### src/rtl/clk_src_div_pkg.sv
// constants, register map and types of the gpu clock source and divider control
// assumes a 100 mhz apb clock and one aligned 32-bit word per register
`default_nettype none
package clk_src_div_pkg;
    // clock of the register logic
    localparam int unsigned CLK_PERIOD_NS   = 10;
    // time the output is held off while a new source or divider is put in place
    localparam int unsigned SWITCH_SETTLE_NS = 40;
    localparam int unsigned SWITCH_SETTLE_CYC_I =
        (SWITCH_SETTLE_NS + CLK_PERIOD_NS - 1) / CLK_PERIOD_NS;
    localparam logic [2:0] SWITCH_SETTLE_CYC =
        (SWITCH_SETTLE_CYC_I < 1) ? 3'h1 : SWITCH_SETTLE_CYC_I[2:0];

    // number of controlled clocks: index 0 system clock, 1 core group clock
    localparam int unsigned NUM_CLK  = 2;
    localparam int unsigned CLK_SYS  = 0;
    localparam int unsigned CLK_CORE = 1;

    // byte offsets of the registers
    localparam logic [11:0] OFS_SYS_CTRL  = 12'h810;
    localparam logic [11:0] OFS_SYS_DIV   = 12'h814;
    localparam logic [11:0] OFS_CORE_CTRL = 12'h820;
    localparam logic [11:0] OFS_CORE_DIV  = 12'h824;
    localparam logic [11:0] OFS_CAP       = 12'hfbc;

    // control register fields
    localparam int unsigned SEL_LSB     = 0;
    localparam int unsigned SEL_MSB     = 7;
    localparam int unsigned SEL_ACK_LSB = 8;
    localparam int unsigned SEL_ACK_MSB = 15;
    localparam int unsigned DLY_LSB     = 24;
    localparam int unsigned DLY_MSB     = 31;
    // divider register fields
    localparam int unsigned DIV_LSB     = 0;
    localparam int unsigned DIV_MSB     = 4;
    localparam int unsigned DIV_ACK_LSB = 16;
    localparam int unsigned DIV_ACK_MSB = 20;
    // capability bit that says the gate entry delay field exists
    localparam int unsigned CAP_DLY_BIT = 0;

    // source select codes, one-hot, zero gates the clock
    localparam logic [7:0] SEL_GATED     = 8'h00;
    localparam logic [7:0] SEL_REFERENCE = 8'h01;
    localparam logic [7:0] SEL_SYS_PLL   = 8'h02;
    localparam logic [7:0] SEL_GPU_PLL   = 8'h04;

    // reset values
    localparam logic [7:0]  SEL_RESET  = SEL_REFERENCE;
    localparam logic [4:0]  DIV_RESET  = 5'h1f;
    localparam logic [7:0]  DLY_RESET  = 8'h00;
    localparam logic [31:0] WORD_ZERO  = 32'h0000_0000;
    localparam logic [2:0]  SRC_NONE   = 3'h0;
    localparam logic [2:0]  SETTLE_ONE = 3'h1;
    localparam logic [4:0]  DIV_ONE    = 5'h01;
    localparam logic [7:0]  DLY_ONE    = 8'h01;

    // decoded register selected by an apb address
    typedef enum logic [2:0] {
        REG_NONE,
        REG_SYS_CTRL,
        REG_SYS_DIV,
        REG_CORE_CTRL,
        REG_CORE_DIV,
        REG_CAP
    } reg_sel_type;

    // source switch sequence of one clock
    typedef enum logic [1:0] {
        SW_RUN,
        SW_DRAIN
    } sw_state_type;
endpackage
`default_nettype wire

### src/rtl/gate_delay_if.sv
// link between the register logic and one gate entry delay unit
// assumes both ends run on pclk
`default_nettype none
interface gate_delay_if;
    logic [7:0] delay;    // gate entry delay in cycles
    logic       enable;   // delay field exists
    logic       gate_req; // request to gate the clock dynamically
    modport ctrl (output delay, output enable, input gate_req);
    modport unit (input delay, input enable, output gate_req);
endinterface
`default_nettype wire

### src/rtl/gate_entry_delay.sv
// gate entry delay unit: counts cycles after a clock stops being required
// assumes clk_required comes from another domain and is synchronised here
`default_nettype none
module gate_entry_delay
    import clk_src_div_pkg::*;
(
    // clock and reset
    input  wire logic  pclk,
    input  wire logic  presetn,
    // demand for the clock from the gpu
    input  wire logic  clk_required,
    // settings and request
    gate_delay_if.unit gd
);
    // whole state of the unit
    typedef struct packed {
        logic       sync1;  // first synchroniser stage
        logic       sync2;  // second synchroniser stage
        logic [7:0] cnt;    // idle cycles seen so far
        logic       gate;   // registered gate request
    } state_type;

    state_type s_q;
    state_type s_d;

    // next state: count idle cycles, then raise the request
    always_comb begin
        s_d       = s_q;
        s_d.sync1 = clk_required;
        s_d.sync2 = s_q.sync1;
        if (s_q.sync2) begin
            // clock wanted again: drop request and restart the count
            s_d.cnt  = DLY_RESET;
            s_d.gate = 1'b0;
        end else if (!s_q.gate) begin
            // field absent behaves as zero delay
            if (!gd.enable || s_q.cnt == gd.delay) begin
                s_d.gate = 1'b1;
            end else begin
                s_d.cnt = s_q.cnt + DLY_ONE;
            end
        end
    end

    // state register; the synchroniser resets to "required" so that no
    // gate request is raised just because reset was released
    always_ff @(posedge pclk or negedge presetn) begin
        if (!presetn) begin
            s_q <= '{sync1: 1'b1, sync2: 1'b1, default: '0};
        end else begin
            s_q <= s_d;
        end
    end

    assign gd.gate_req = s_q.gate;
endmodule
`default_nettype wire

### src/rtl/clk_src_div_ctrl.sv
// gpu clock source select, divider and gate entry delay control, apb slave
// assumes apb on pclk; clock-required pins come from the gpu domain
// Function
// - select codes one-hot: reference, system, gpu pll
// - select zero gates the clock off
// - bits 15:8 report source in effect
// - wait delay field cycles before gate request
// - delay field exists only when capability set
// - divide by divider request plus one
// - bits 20:16 report divider in effect
// - divider applies to the selected source
// - system control, divider, core control always present
// - independent source select for both clocks
// - core clock has its own divider register
`default_nettype none
module clk_src_div_ctrl
    import clk_src_div_pkg::*;
#(
    // capability: gate entry delay field implemented
    parameter logic GATE_DELAY_CAP = 1'b1
) (
    // clock and reset
    input  wire logic        pclk,
    input  wire logic        presetn,
    // apb slave
    input  wire logic        psel,
    input  wire logic        penable,
    input  wire logic        pwrite,
    input  wire logic [11:0] paddr,
    input  wire logic [31:0] pwdata,
    output logic      [31:0] prdata,
    output logic             pready,
    output logic             pslverr,
    // gpu system clock
    input  wire logic        sys_clk_required,
    output logic      [2:0]  sys_clk_source_en,
    output logic             sys_clk_tick,
    output logic             sys_clk_gate_req,
    // gpu core group clock
    input  wire logic        core_clk_required,
    output logic      [2:0]  core_clk_source_en,
    output logic             core_clk_tick,
    output logic             core_clk_gate_req
);
    // whole state of the register logic and both clock channels
    typedef struct packed {
        logic         [NUM_CLK-1:0][7:0] sel;      // requested source
        logic         [NUM_CLK-1:0][7:0] dly;      // gate entry delay
        logic         [NUM_CLK-1:0][4:0] div;      // requested divider
        logic         [NUM_CLK-1:0][7:0] sel_ack;  // source in effect
        logic         [NUM_CLK-1:0][4:0] div_ack;  // divider in effect
        sw_state_type [NUM_CLK-1:0]      sw;       // switch sequence
        logic         [NUM_CLK-1:0][2:0] settle;   // drain cycles seen
        logic         [NUM_CLK-1:0][4:0] div_cnt;  // divider counter
        logic         [NUM_CLK-1:0]      tick;     // divided clock enable
        logic         [NUM_CLK-1:0][2:0] src_en;   // routed source, one-hot
        logic                     [31:0] rdata;    // read data
        logic                            ready;    // access phase answer
    } state_type;

    state_type s_q;
    state_type s_d;

    // links to the two gate entry delay units
    gate_delay_if gd_sys ();
    gate_delay_if gd_core ();

    // map an apb address onto a register
    function automatic reg_sel_type reg_decode(input logic [11:0] addr);
        logic [11:0] word;
        word = {addr[11:2], 2'b00};
        unique case (word)
            OFS_SYS_CTRL:  reg_decode = REG_SYS_CTRL;
            OFS_SYS_DIV:   reg_decode = REG_SYS_DIV;
            OFS_CORE_CTRL: reg_decode = REG_CORE_CTRL;
            OFS_CORE_DIV:  reg_decode = REG_CORE_DIV;
            OFS_CAP:       reg_decode = REG_CAP;
            default:       reg_decode = REG_NONE;
        endcase
    endfunction

    // one-hot source enables for a select code; anything else routes nothing
    function automatic logic [2:0] src_decode(input logic [7:0] sel);
        unique case (sel)
            SEL_REFERENCE: src_decode = 3'h1;
            SEL_SYS_PLL:   src_decode = 3'h2;
            SEL_GPU_PLL:   src_decode = 3'h4;
            SEL_GATED:     src_decode = SRC_NONE;
            // reserved codes are undefined; keep the clock off
            default:       src_decode = SRC_NONE;
        endcase
    endfunction

    // read value of a control register
    function automatic logic [31:0] ctrl_word(input logic [7:0] dly,
                                               input logic [7:0] ack,
                                               input logic [7:0] sel);
        logic [31:0] w;
        w = WORD_ZERO;
        if (GATE_DELAY_CAP) begin
            w[DLY_MSB:DLY_LSB] = dly;
        end
        w[SEL_ACK_MSB:SEL_ACK_LSB] = ack;
        w[SEL_MSB:SEL_LSB]         = sel;
        ctrl_word = w;
    endfunction

    // read value of a divider register
    function automatic logic [31:0] div_word(input logic [4:0] ack,
                                              input logic [4:0] div);
        logic [31:0] w;
        w = WORD_ZERO;
        w[DIV_ACK_MSB:DIV_ACK_LSB] = ack;
        w[DIV_MSB:DIV_LSB]         = div;
        div_word = w;
    endfunction

    // next state: apb access, then the switch and divider of each clock
    always_comb begin
        reg_sel_type rsel;
        logic        wr_en;
        logic [31:0] cap;
        s_d   = s_q;
        rsel  = reg_decode(paddr);
        cap   = WORD_ZERO;
        cap[CAP_DLY_BIT] = GATE_DELAY_CAP;
        // a write takes effect at the edge where the master sees pready
        wr_en = psel && penable && pwrite && s_q.ready;

        // one wait state: answer in the cycle after the first access cycle
        s_d.ready = psel && penable && !s_q.ready;

        // load read data with the answer
        if (psel && penable && !s_q.ready) begin
            unique case (rsel)
                REG_SYS_CTRL:  s_d.rdata = ctrl_word(s_q.dly[CLK_SYS],
                                                     s_q.sel_ack[CLK_SYS],
                                                     s_q.sel[CLK_SYS]);
                REG_SYS_DIV:   s_d.rdata = div_word(s_q.div_ack[CLK_SYS],
                                                    s_q.div[CLK_SYS]);
                REG_CORE_CTRL: s_d.rdata = ctrl_word(s_q.dly[CLK_CORE],
                                                     s_q.sel_ack[CLK_CORE],
                                                     s_q.sel[CLK_CORE]);
                REG_CORE_DIV:  s_d.rdata = div_word(s_q.div_ack[CLK_CORE],
                                                    s_q.div[CLK_CORE]);
                REG_CAP:       s_d.rdata = cap;
                // unmapped space reads as zero
                REG_NONE:      s_d.rdata = WORD_ZERO;
            endcase
        end

        // register writes; unmapped and read-only space ignores them
        if (wr_en) begin
            unique case (rsel)
                REG_SYS_CTRL: begin
                    s_d.sel[CLK_SYS] = pwdata[SEL_MSB:SEL_LSB];
                    if (GATE_DELAY_CAP) begin
                        s_d.dly[CLK_SYS] = pwdata[DLY_MSB:DLY_LSB];
                    end
                end
                REG_SYS_DIV: begin
                    s_d.div[CLK_SYS] = pwdata[DIV_MSB:DIV_LSB];
                end
                REG_CORE_CTRL: begin
                    s_d.sel[CLK_CORE] = pwdata[SEL_MSB:SEL_LSB];
                    if (GATE_DELAY_CAP) begin
                        s_d.dly[CLK_CORE] = pwdata[DLY_MSB:DLY_LSB];
                    end
                end
                REG_CORE_DIV: begin
                    s_d.div[CLK_CORE] = pwdata[DIV_MSB:DIV_LSB];
                end
                REG_CAP, REG_NONE: begin
                    // writes ignored
                end
            endcase
        end

        // each clock switches on its own
        for (int i = 0; i < NUM_CLK; i++) begin
            s_d.tick[i] = 1'b0;
            unique case (s_q.sw[i])
                SW_RUN: begin
                    if (s_q.sel[i] != s_q.sel_ack[i] || s_q.div[i] != s_q.div_ack[i]) begin
                        // stop the output before touching source or divider
                        s_d.sw[i]      = SW_DRAIN;
                        s_d.src_en[i]  = SRC_NONE;
                        s_d.settle[i]  = SETTLE_ONE;
                    end else if (s_q.src_en[i] != SRC_NONE) begin
                        // divide by the value in effect plus one
                        if (s_q.div_cnt[i] == s_q.div_ack[i]) begin
                            s_d.div_cnt[i] = 5'h00;
                            s_d.tick[i]    = 1'b1;
                        end else begin
                            s_d.div_cnt[i] = s_q.div_cnt[i] + DIV_ONE;
                        end
                    end
                end
                SW_DRAIN: begin
                    if (s_q.settle[i] == SWITCH_SETTLE_CYC) begin
                        // new setting takes effect; acknowledge it now
                        s_d.sw[i]      = SW_RUN;
                        s_d.sel_ack[i] = s_q.sel[i];
                        s_d.div_ack[i] = s_q.div[i];
                        // divider follows whichever source is selected
                        s_d.src_en[i]  = src_decode(s_q.sel[i]);
                        s_d.div_cnt[i] = 5'h00;
                    end else begin
                        s_d.settle[i] = s_q.settle[i] + SETTLE_ONE;
                    end
                end
            endcase
        end
    end

    // state register; reset runs both clocks from the reference, divide 32
    always_ff @(posedge pclk or negedge presetn) begin
        if (!presetn) begin
            for (int i = 0; i < NUM_CLK; i++) begin
                s_q.sel[i]     <= SEL_RESET;
                s_q.sel_ack[i] <= SEL_RESET;
                s_q.div[i]     <= DIV_RESET;
                s_q.div_ack[i] <= DIV_RESET;
                s_q.dly[i]     <= DLY_RESET;
                s_q.sw[i]      <= SW_RUN;
                s_q.settle[i]  <= SRC_NONE;
                s_q.div_cnt[i] <= 5'h00;
                s_q.tick[i]    <= 1'b0;
                s_q.src_en[i]  <= 3'h1;
            end
            s_q.rdata <= WORD_ZERO;
            s_q.ready <= 1'b0;
        end else begin
            s_q <= s_d;
        end
    end

    // settings towards the gate entry delay units
    assign gd_sys.delay   = s_q.dly[CLK_SYS];
    assign gd_sys.enable  = GATE_DELAY_CAP;
    assign gd_core.delay  = s_q.dly[CLK_CORE];
    assign gd_core.enable = GATE_DELAY_CAP;

    // gate entry delay of the system clock
    gate_entry_delay u_sys_gate (
        .pclk         (pclk),
        .presetn      (presetn),
        .clk_required (sys_clk_required),
        .gd           (gd_sys.unit)
    );

    // gate entry delay of the core group clock
    gate_entry_delay u_core_gate (
        .pclk         (pclk),
        .presetn      (presetn),
        .clk_required (core_clk_required),
        .gd           (gd_core.unit)
    );

    // outputs straight from flip-flops, except pslverr which is tied low
    assign prdata             = s_q.rdata;
    assign pready             = s_q.ready;
    assign pslverr            = 1'b0;
    assign sys_clk_source_en  = s_q.src_en[CLK_SYS];
    assign sys_clk_tick       = s_q.tick[CLK_SYS];
    assign sys_clk_gate_req   = gd_sys.gate_req;
    assign core_clk_source_en = s_q.src_en[CLK_CORE];
    assign core_clk_tick      = s_q.tick[CLK_CORE];
    assign core_clk_gate_req  = gd_core.gate_req;
endmodule
`default_nettype wire

### config.mk
export PLATFORM = sky130hd
export DESIGN_NAME = clk_src_div_ctrl
export DESIGN_NICKNAME = d
export VERILOG_FILES = /design/src/rtl/clk_src_div_pkg.sv /design/src/rtl/gate_delay_if.sv /design/src/rtl/gate_entry_delay.sv /design/src/rtl/clk_src_div_ctrl.sv
export SDC_FILE = /design/constraint.sdc
export NUM_CORES = 1
export LEC_CHECK = 0
export BUFFER_PORTS_ARGS = -buffer_cell sky130_fd_sc_hd__buf_2
export CAP_MARGIN = 20
export CORE_ASPECT_RATIO = 1.2
export CORE_MARGIN = 1
export CORE_UTILIZATION = 45
export DETAILED_ROUTE_END_ITERATION = 8
export SETUP_SLACK_MARGIN = 0.15
export SLEW_MARGIN = 20
export SYNTH_ARGS = -nofsm -noshare
export SYNTH_HDL_FRONTEND = slang
export SYNTH_SLANG_ARGS = --single-unit
export TNS_END_PERCENT = 100
### constraint.sdc
create_clock -name pclk -period 2.3 [get_ports pclk]
set_input_delay 0.46 -clock pclk [delete_from_list [all_inputs] [get_ports pclk]]
set_output_delay 0.46 -clock pclk [all_outputs]
set_load 0.05 [all_outputs]
==> summary.md <==
| Metric | Value |
|---|---|
| Status | `finished, final reports clean` |
| Leak | `4.29 nW` |
| CP top delay family | `simple AND/OR/NAND/NOR gates` |
| Detail Route Antenna Nets | `0` |
| Final net count | `842` |
| RSZ-0062 raised after global routing | `false` |
| Final period util | `92.4%` |
| Fmax | `470 MHz` |
| Mapped Avg Cell Area | `10.3 sq um` |
| Seq/Total Area, Yosys | `49.6%` |
| CTS tree | `built` |
| Post-Route WL | `17.6 mm` |
| CP Buf/Inv Count | `0` |
| Layout cell share with drive strength beyond 1 | `between 20% and 30%` |
| Commonest non-fill, non-tap cell in the layout | `nand2_1` |
| Crit Path Class | `reg -> reg` |
| Grt ovf | `0` |
| Die Wd | `119 um` |
| Switching power total | `1.44 mW` |
| Die area | `17100 sq um` |
| 1st-pass router iterations | `5` |
| Register bit total from synthesis | `146` |
| Final WS setup | `174 ps` |
| Via/cell ratio | `5.39` |
| Antenna fix cells | `0` |
| H-tree Lvls | `4` |
| Max incr delay on CP | `570 ps` |
| GRT Util Overall | `between 20 and 25%` |
| Worst Skew | `8.15 ps` |
| Most frequent cells in the layout | `nand2_1, dfrtp_1, buf_2` |
| Startpoint Class | `flop` |
| Worst-Skew Late Latency | `420 ps` |
| Clock root cell | `clkbuf_16` |
| Detailed Place HPWL | `13.1 mm` |
| Pint | `4.68 mW` |
| Relative slew slack | `60.7%` |
| Largest net degree at the start of global routing | `66` |
| Gate power share | `8.0%` |
| Min Tclk post-route | `2130 ps` |
| Core Area | `16200 sq um` |
| Power share of the clock group | `47.3%` |
| Place WS | `-53.2 ps` |
| Arr. time, crit path | `2460 ps` |
| Die H | `around 140 um` |
| Vias | `5436` |
| # DRC | `0` |
| Layout fillers | `1469` |
| Final hold violation count | `0` |
| IO Port Bufs | `72` |
| Power Total | `6.12 mW` |
| Sequence of cells on the critical path | `or4_1 -> or4_1 -> or4b_1 -> o21ai_0` |
| Total clock sinks | `146` |
| Io pins | `95` |
| Final setup viols | `0` |
| First-iteration detailed-routing DRC count | `357` |
| Async set-reset flop share out of synthesis | `100%` |
| Synth warnings | `0` |
| CP endpoint kind | `flop` |
| Clock transition at the registers of the reported paths | `~60 ps` |
| Crit-path slowest cell | `or4_1` |
| Max-cap violations | `0` |
| Vias in the first global route | `5453` |
| Post-synth EDFFs | `0` |
| Cell area after synthesis | `roughly 7400 sq um` |
| First-pass GRT wire length | `between 20 and 30 mm` |
| Row count | `51` |
| CTS max path bufs | `2` |
| Top_reg_cell synth | `dfrtp_1` |
| CP Data Required Time | `2640 ps` |
| Least-Margin Pin Slew | `~580 ps` |
| Worst Path Max Fanout | `5` |
| Routability congestion estimate | `0.832` |
| Area Overhead vs Synth | `16.3%` |
| Total CTS buffers | `17` |
| Postcts setup bufs | `0` |
| Switch share | `23.5%` |
| Library cells used by synthesis | `63` |
| Type of the tightest min-delay check | `in -> reg` |
| Top cell by count, worst path | `or4_1` |
| Setup TNS Final | `0 ps` |
| PwrDens | `707 nW/um^2` |
| Initial Util | `between 40% and 50%` |
| Initial antenna violation count | `0` |
| Gate Count Post-Synth | `around 720` |
| VDD IR-drop max | `0.474 mV` |
| Sequential share of power | `44.7%` |
| Final Max Tran Viols | `0` |
| DR WL/cell | `17.5 um` |
==> final cells by class <==
| type | instances | area [sq um] | area share (%) |
|---|---|---|---|
| inverters | 20 | 75.1 | 0.867 |
| clock inverters | 10 | 156 | 1.81 |
| well taps | 212 | 265 | 3.06 |
| flip-flops and latches | 146 | 3690 | 42.6 |
| multi-input cells | 494 | 3320 | 38.4 |
| repair buffers | 104 | 684 | 7.90 |
| clock buffers | 22 | 464 | 5.36 |
==> registers in the layout, indices dropped and copies added (netlist names), 3 cells and up <==
register and flops:
core_clk_source_en 3, gd_core.delay 8, u_sys_gate.s_q 9, gd_sys.delay 8
u_core_gate.s_q 9, sys_clk_source_en 3, prdata 29, s_q 70
==> metal layers <==
metal  global-route usage, %  wire length [um]  share of wire, %  vias up
met5                       0                 0                 0        -
met4                    7.63               331               1.9        0
li1                        -                 -                 -     2598
met3                    4.71               871               4.9       23
met2                    37.5              9020                51      129
met1                    27.4              7410                42     2686
==> metrics by stage <==
stage                     hold slack (ps)  std cells  utilization [%]  area [sq um]
after floorplan                       164        727                -          7470
after global placement                346        975             49.3          8000
after detailed placement              347        975             49.3          8000
after CTS                             118       1008             53.2          8630
after global routing                  123       1008             53.4          8660
final                                 134       1008             53.4          8660
==> cell usage after synthesis, types with 11 or more instances <==
library cell / number / share of area [%]
buf_4: 40 / 4.0
nand2_1: 123 / 6.2
a21oi_1: 13 / 0.87
dfrtp_1: 116 / 39
dfstp_2: 30 / 11
xor2_1: 39 / 4.6
nand3_1: 13 / 0.87
nor4_1: 12 / 1.0
nor2_1: 47 / 2.4
o21ai_0: 37 / 2.5
clkbuf_1: 19 / 0.96
xnor2_1: 23 / 2.7
a22oi_1: 21 / 2.1
mux2_2: 38 / 5.7
inv_1: 19 / 0.96
nand4_1: 11 / 0.92
==> power groups by stage <==
stage | Clock (mW) | Combinational [mW] | Sequential [mW]
2_1_floorplan | 0 | 0.347 | 2.75
3_3_place_gp | 0 | 0.464 | 2.77
3_5_place_dp | 0 | 0.491 | 2.78
4_1_cts | 2.96 | 0.496 | 2.74
5_1_grt | 3.05 | 0.545 | 2.75
6_report | 2.90 | 0.488 | 2.74
==> timing repair <==
| item | CTS | global route |
|---|---|---|
| hold endpoints to repair | 24 | 0 |
| hold buffers | 1 | 0 |
| endpoints found under the setup margin | 0 | 11 |
| gates resized for setup | 0 | 7 |
==> final timing paths <==
kind	start	endpoint	slack (ps)	depth (start not counted)
max reg2reg	s_q[126]	core_clk_source_en[2]	170	4
max	s_q[126]	core_clk_source_en[2]	170	4
min in group asynchronous	presetn	sys_clk_tick	480	2
min	core_clk_required	u_core_gate.s_d[9]	130	1
min reg2reg	u_sys_gate.s_d[9]	u_sys_gate.s_q[9]	350	0
max in group asynchronous	presetn	s_q[88]	1150	3
==> cell families after synthesis <==
kind of cell	count (synthesis)	synth area share (%)
other	1	0.0503
flip-flops	146	49.6
AO/OA/AOI/OAI	109	9.81
adder cells (fa/ha/maj)	8	1.34
multiplexers	52	8.30
XOR/XNOR	62	7.29
AND/OR/NAND/NOR	259	17.1
buffers and inverters	87	6.60
No activity file was read; power rests on OpenSTA's default activity.
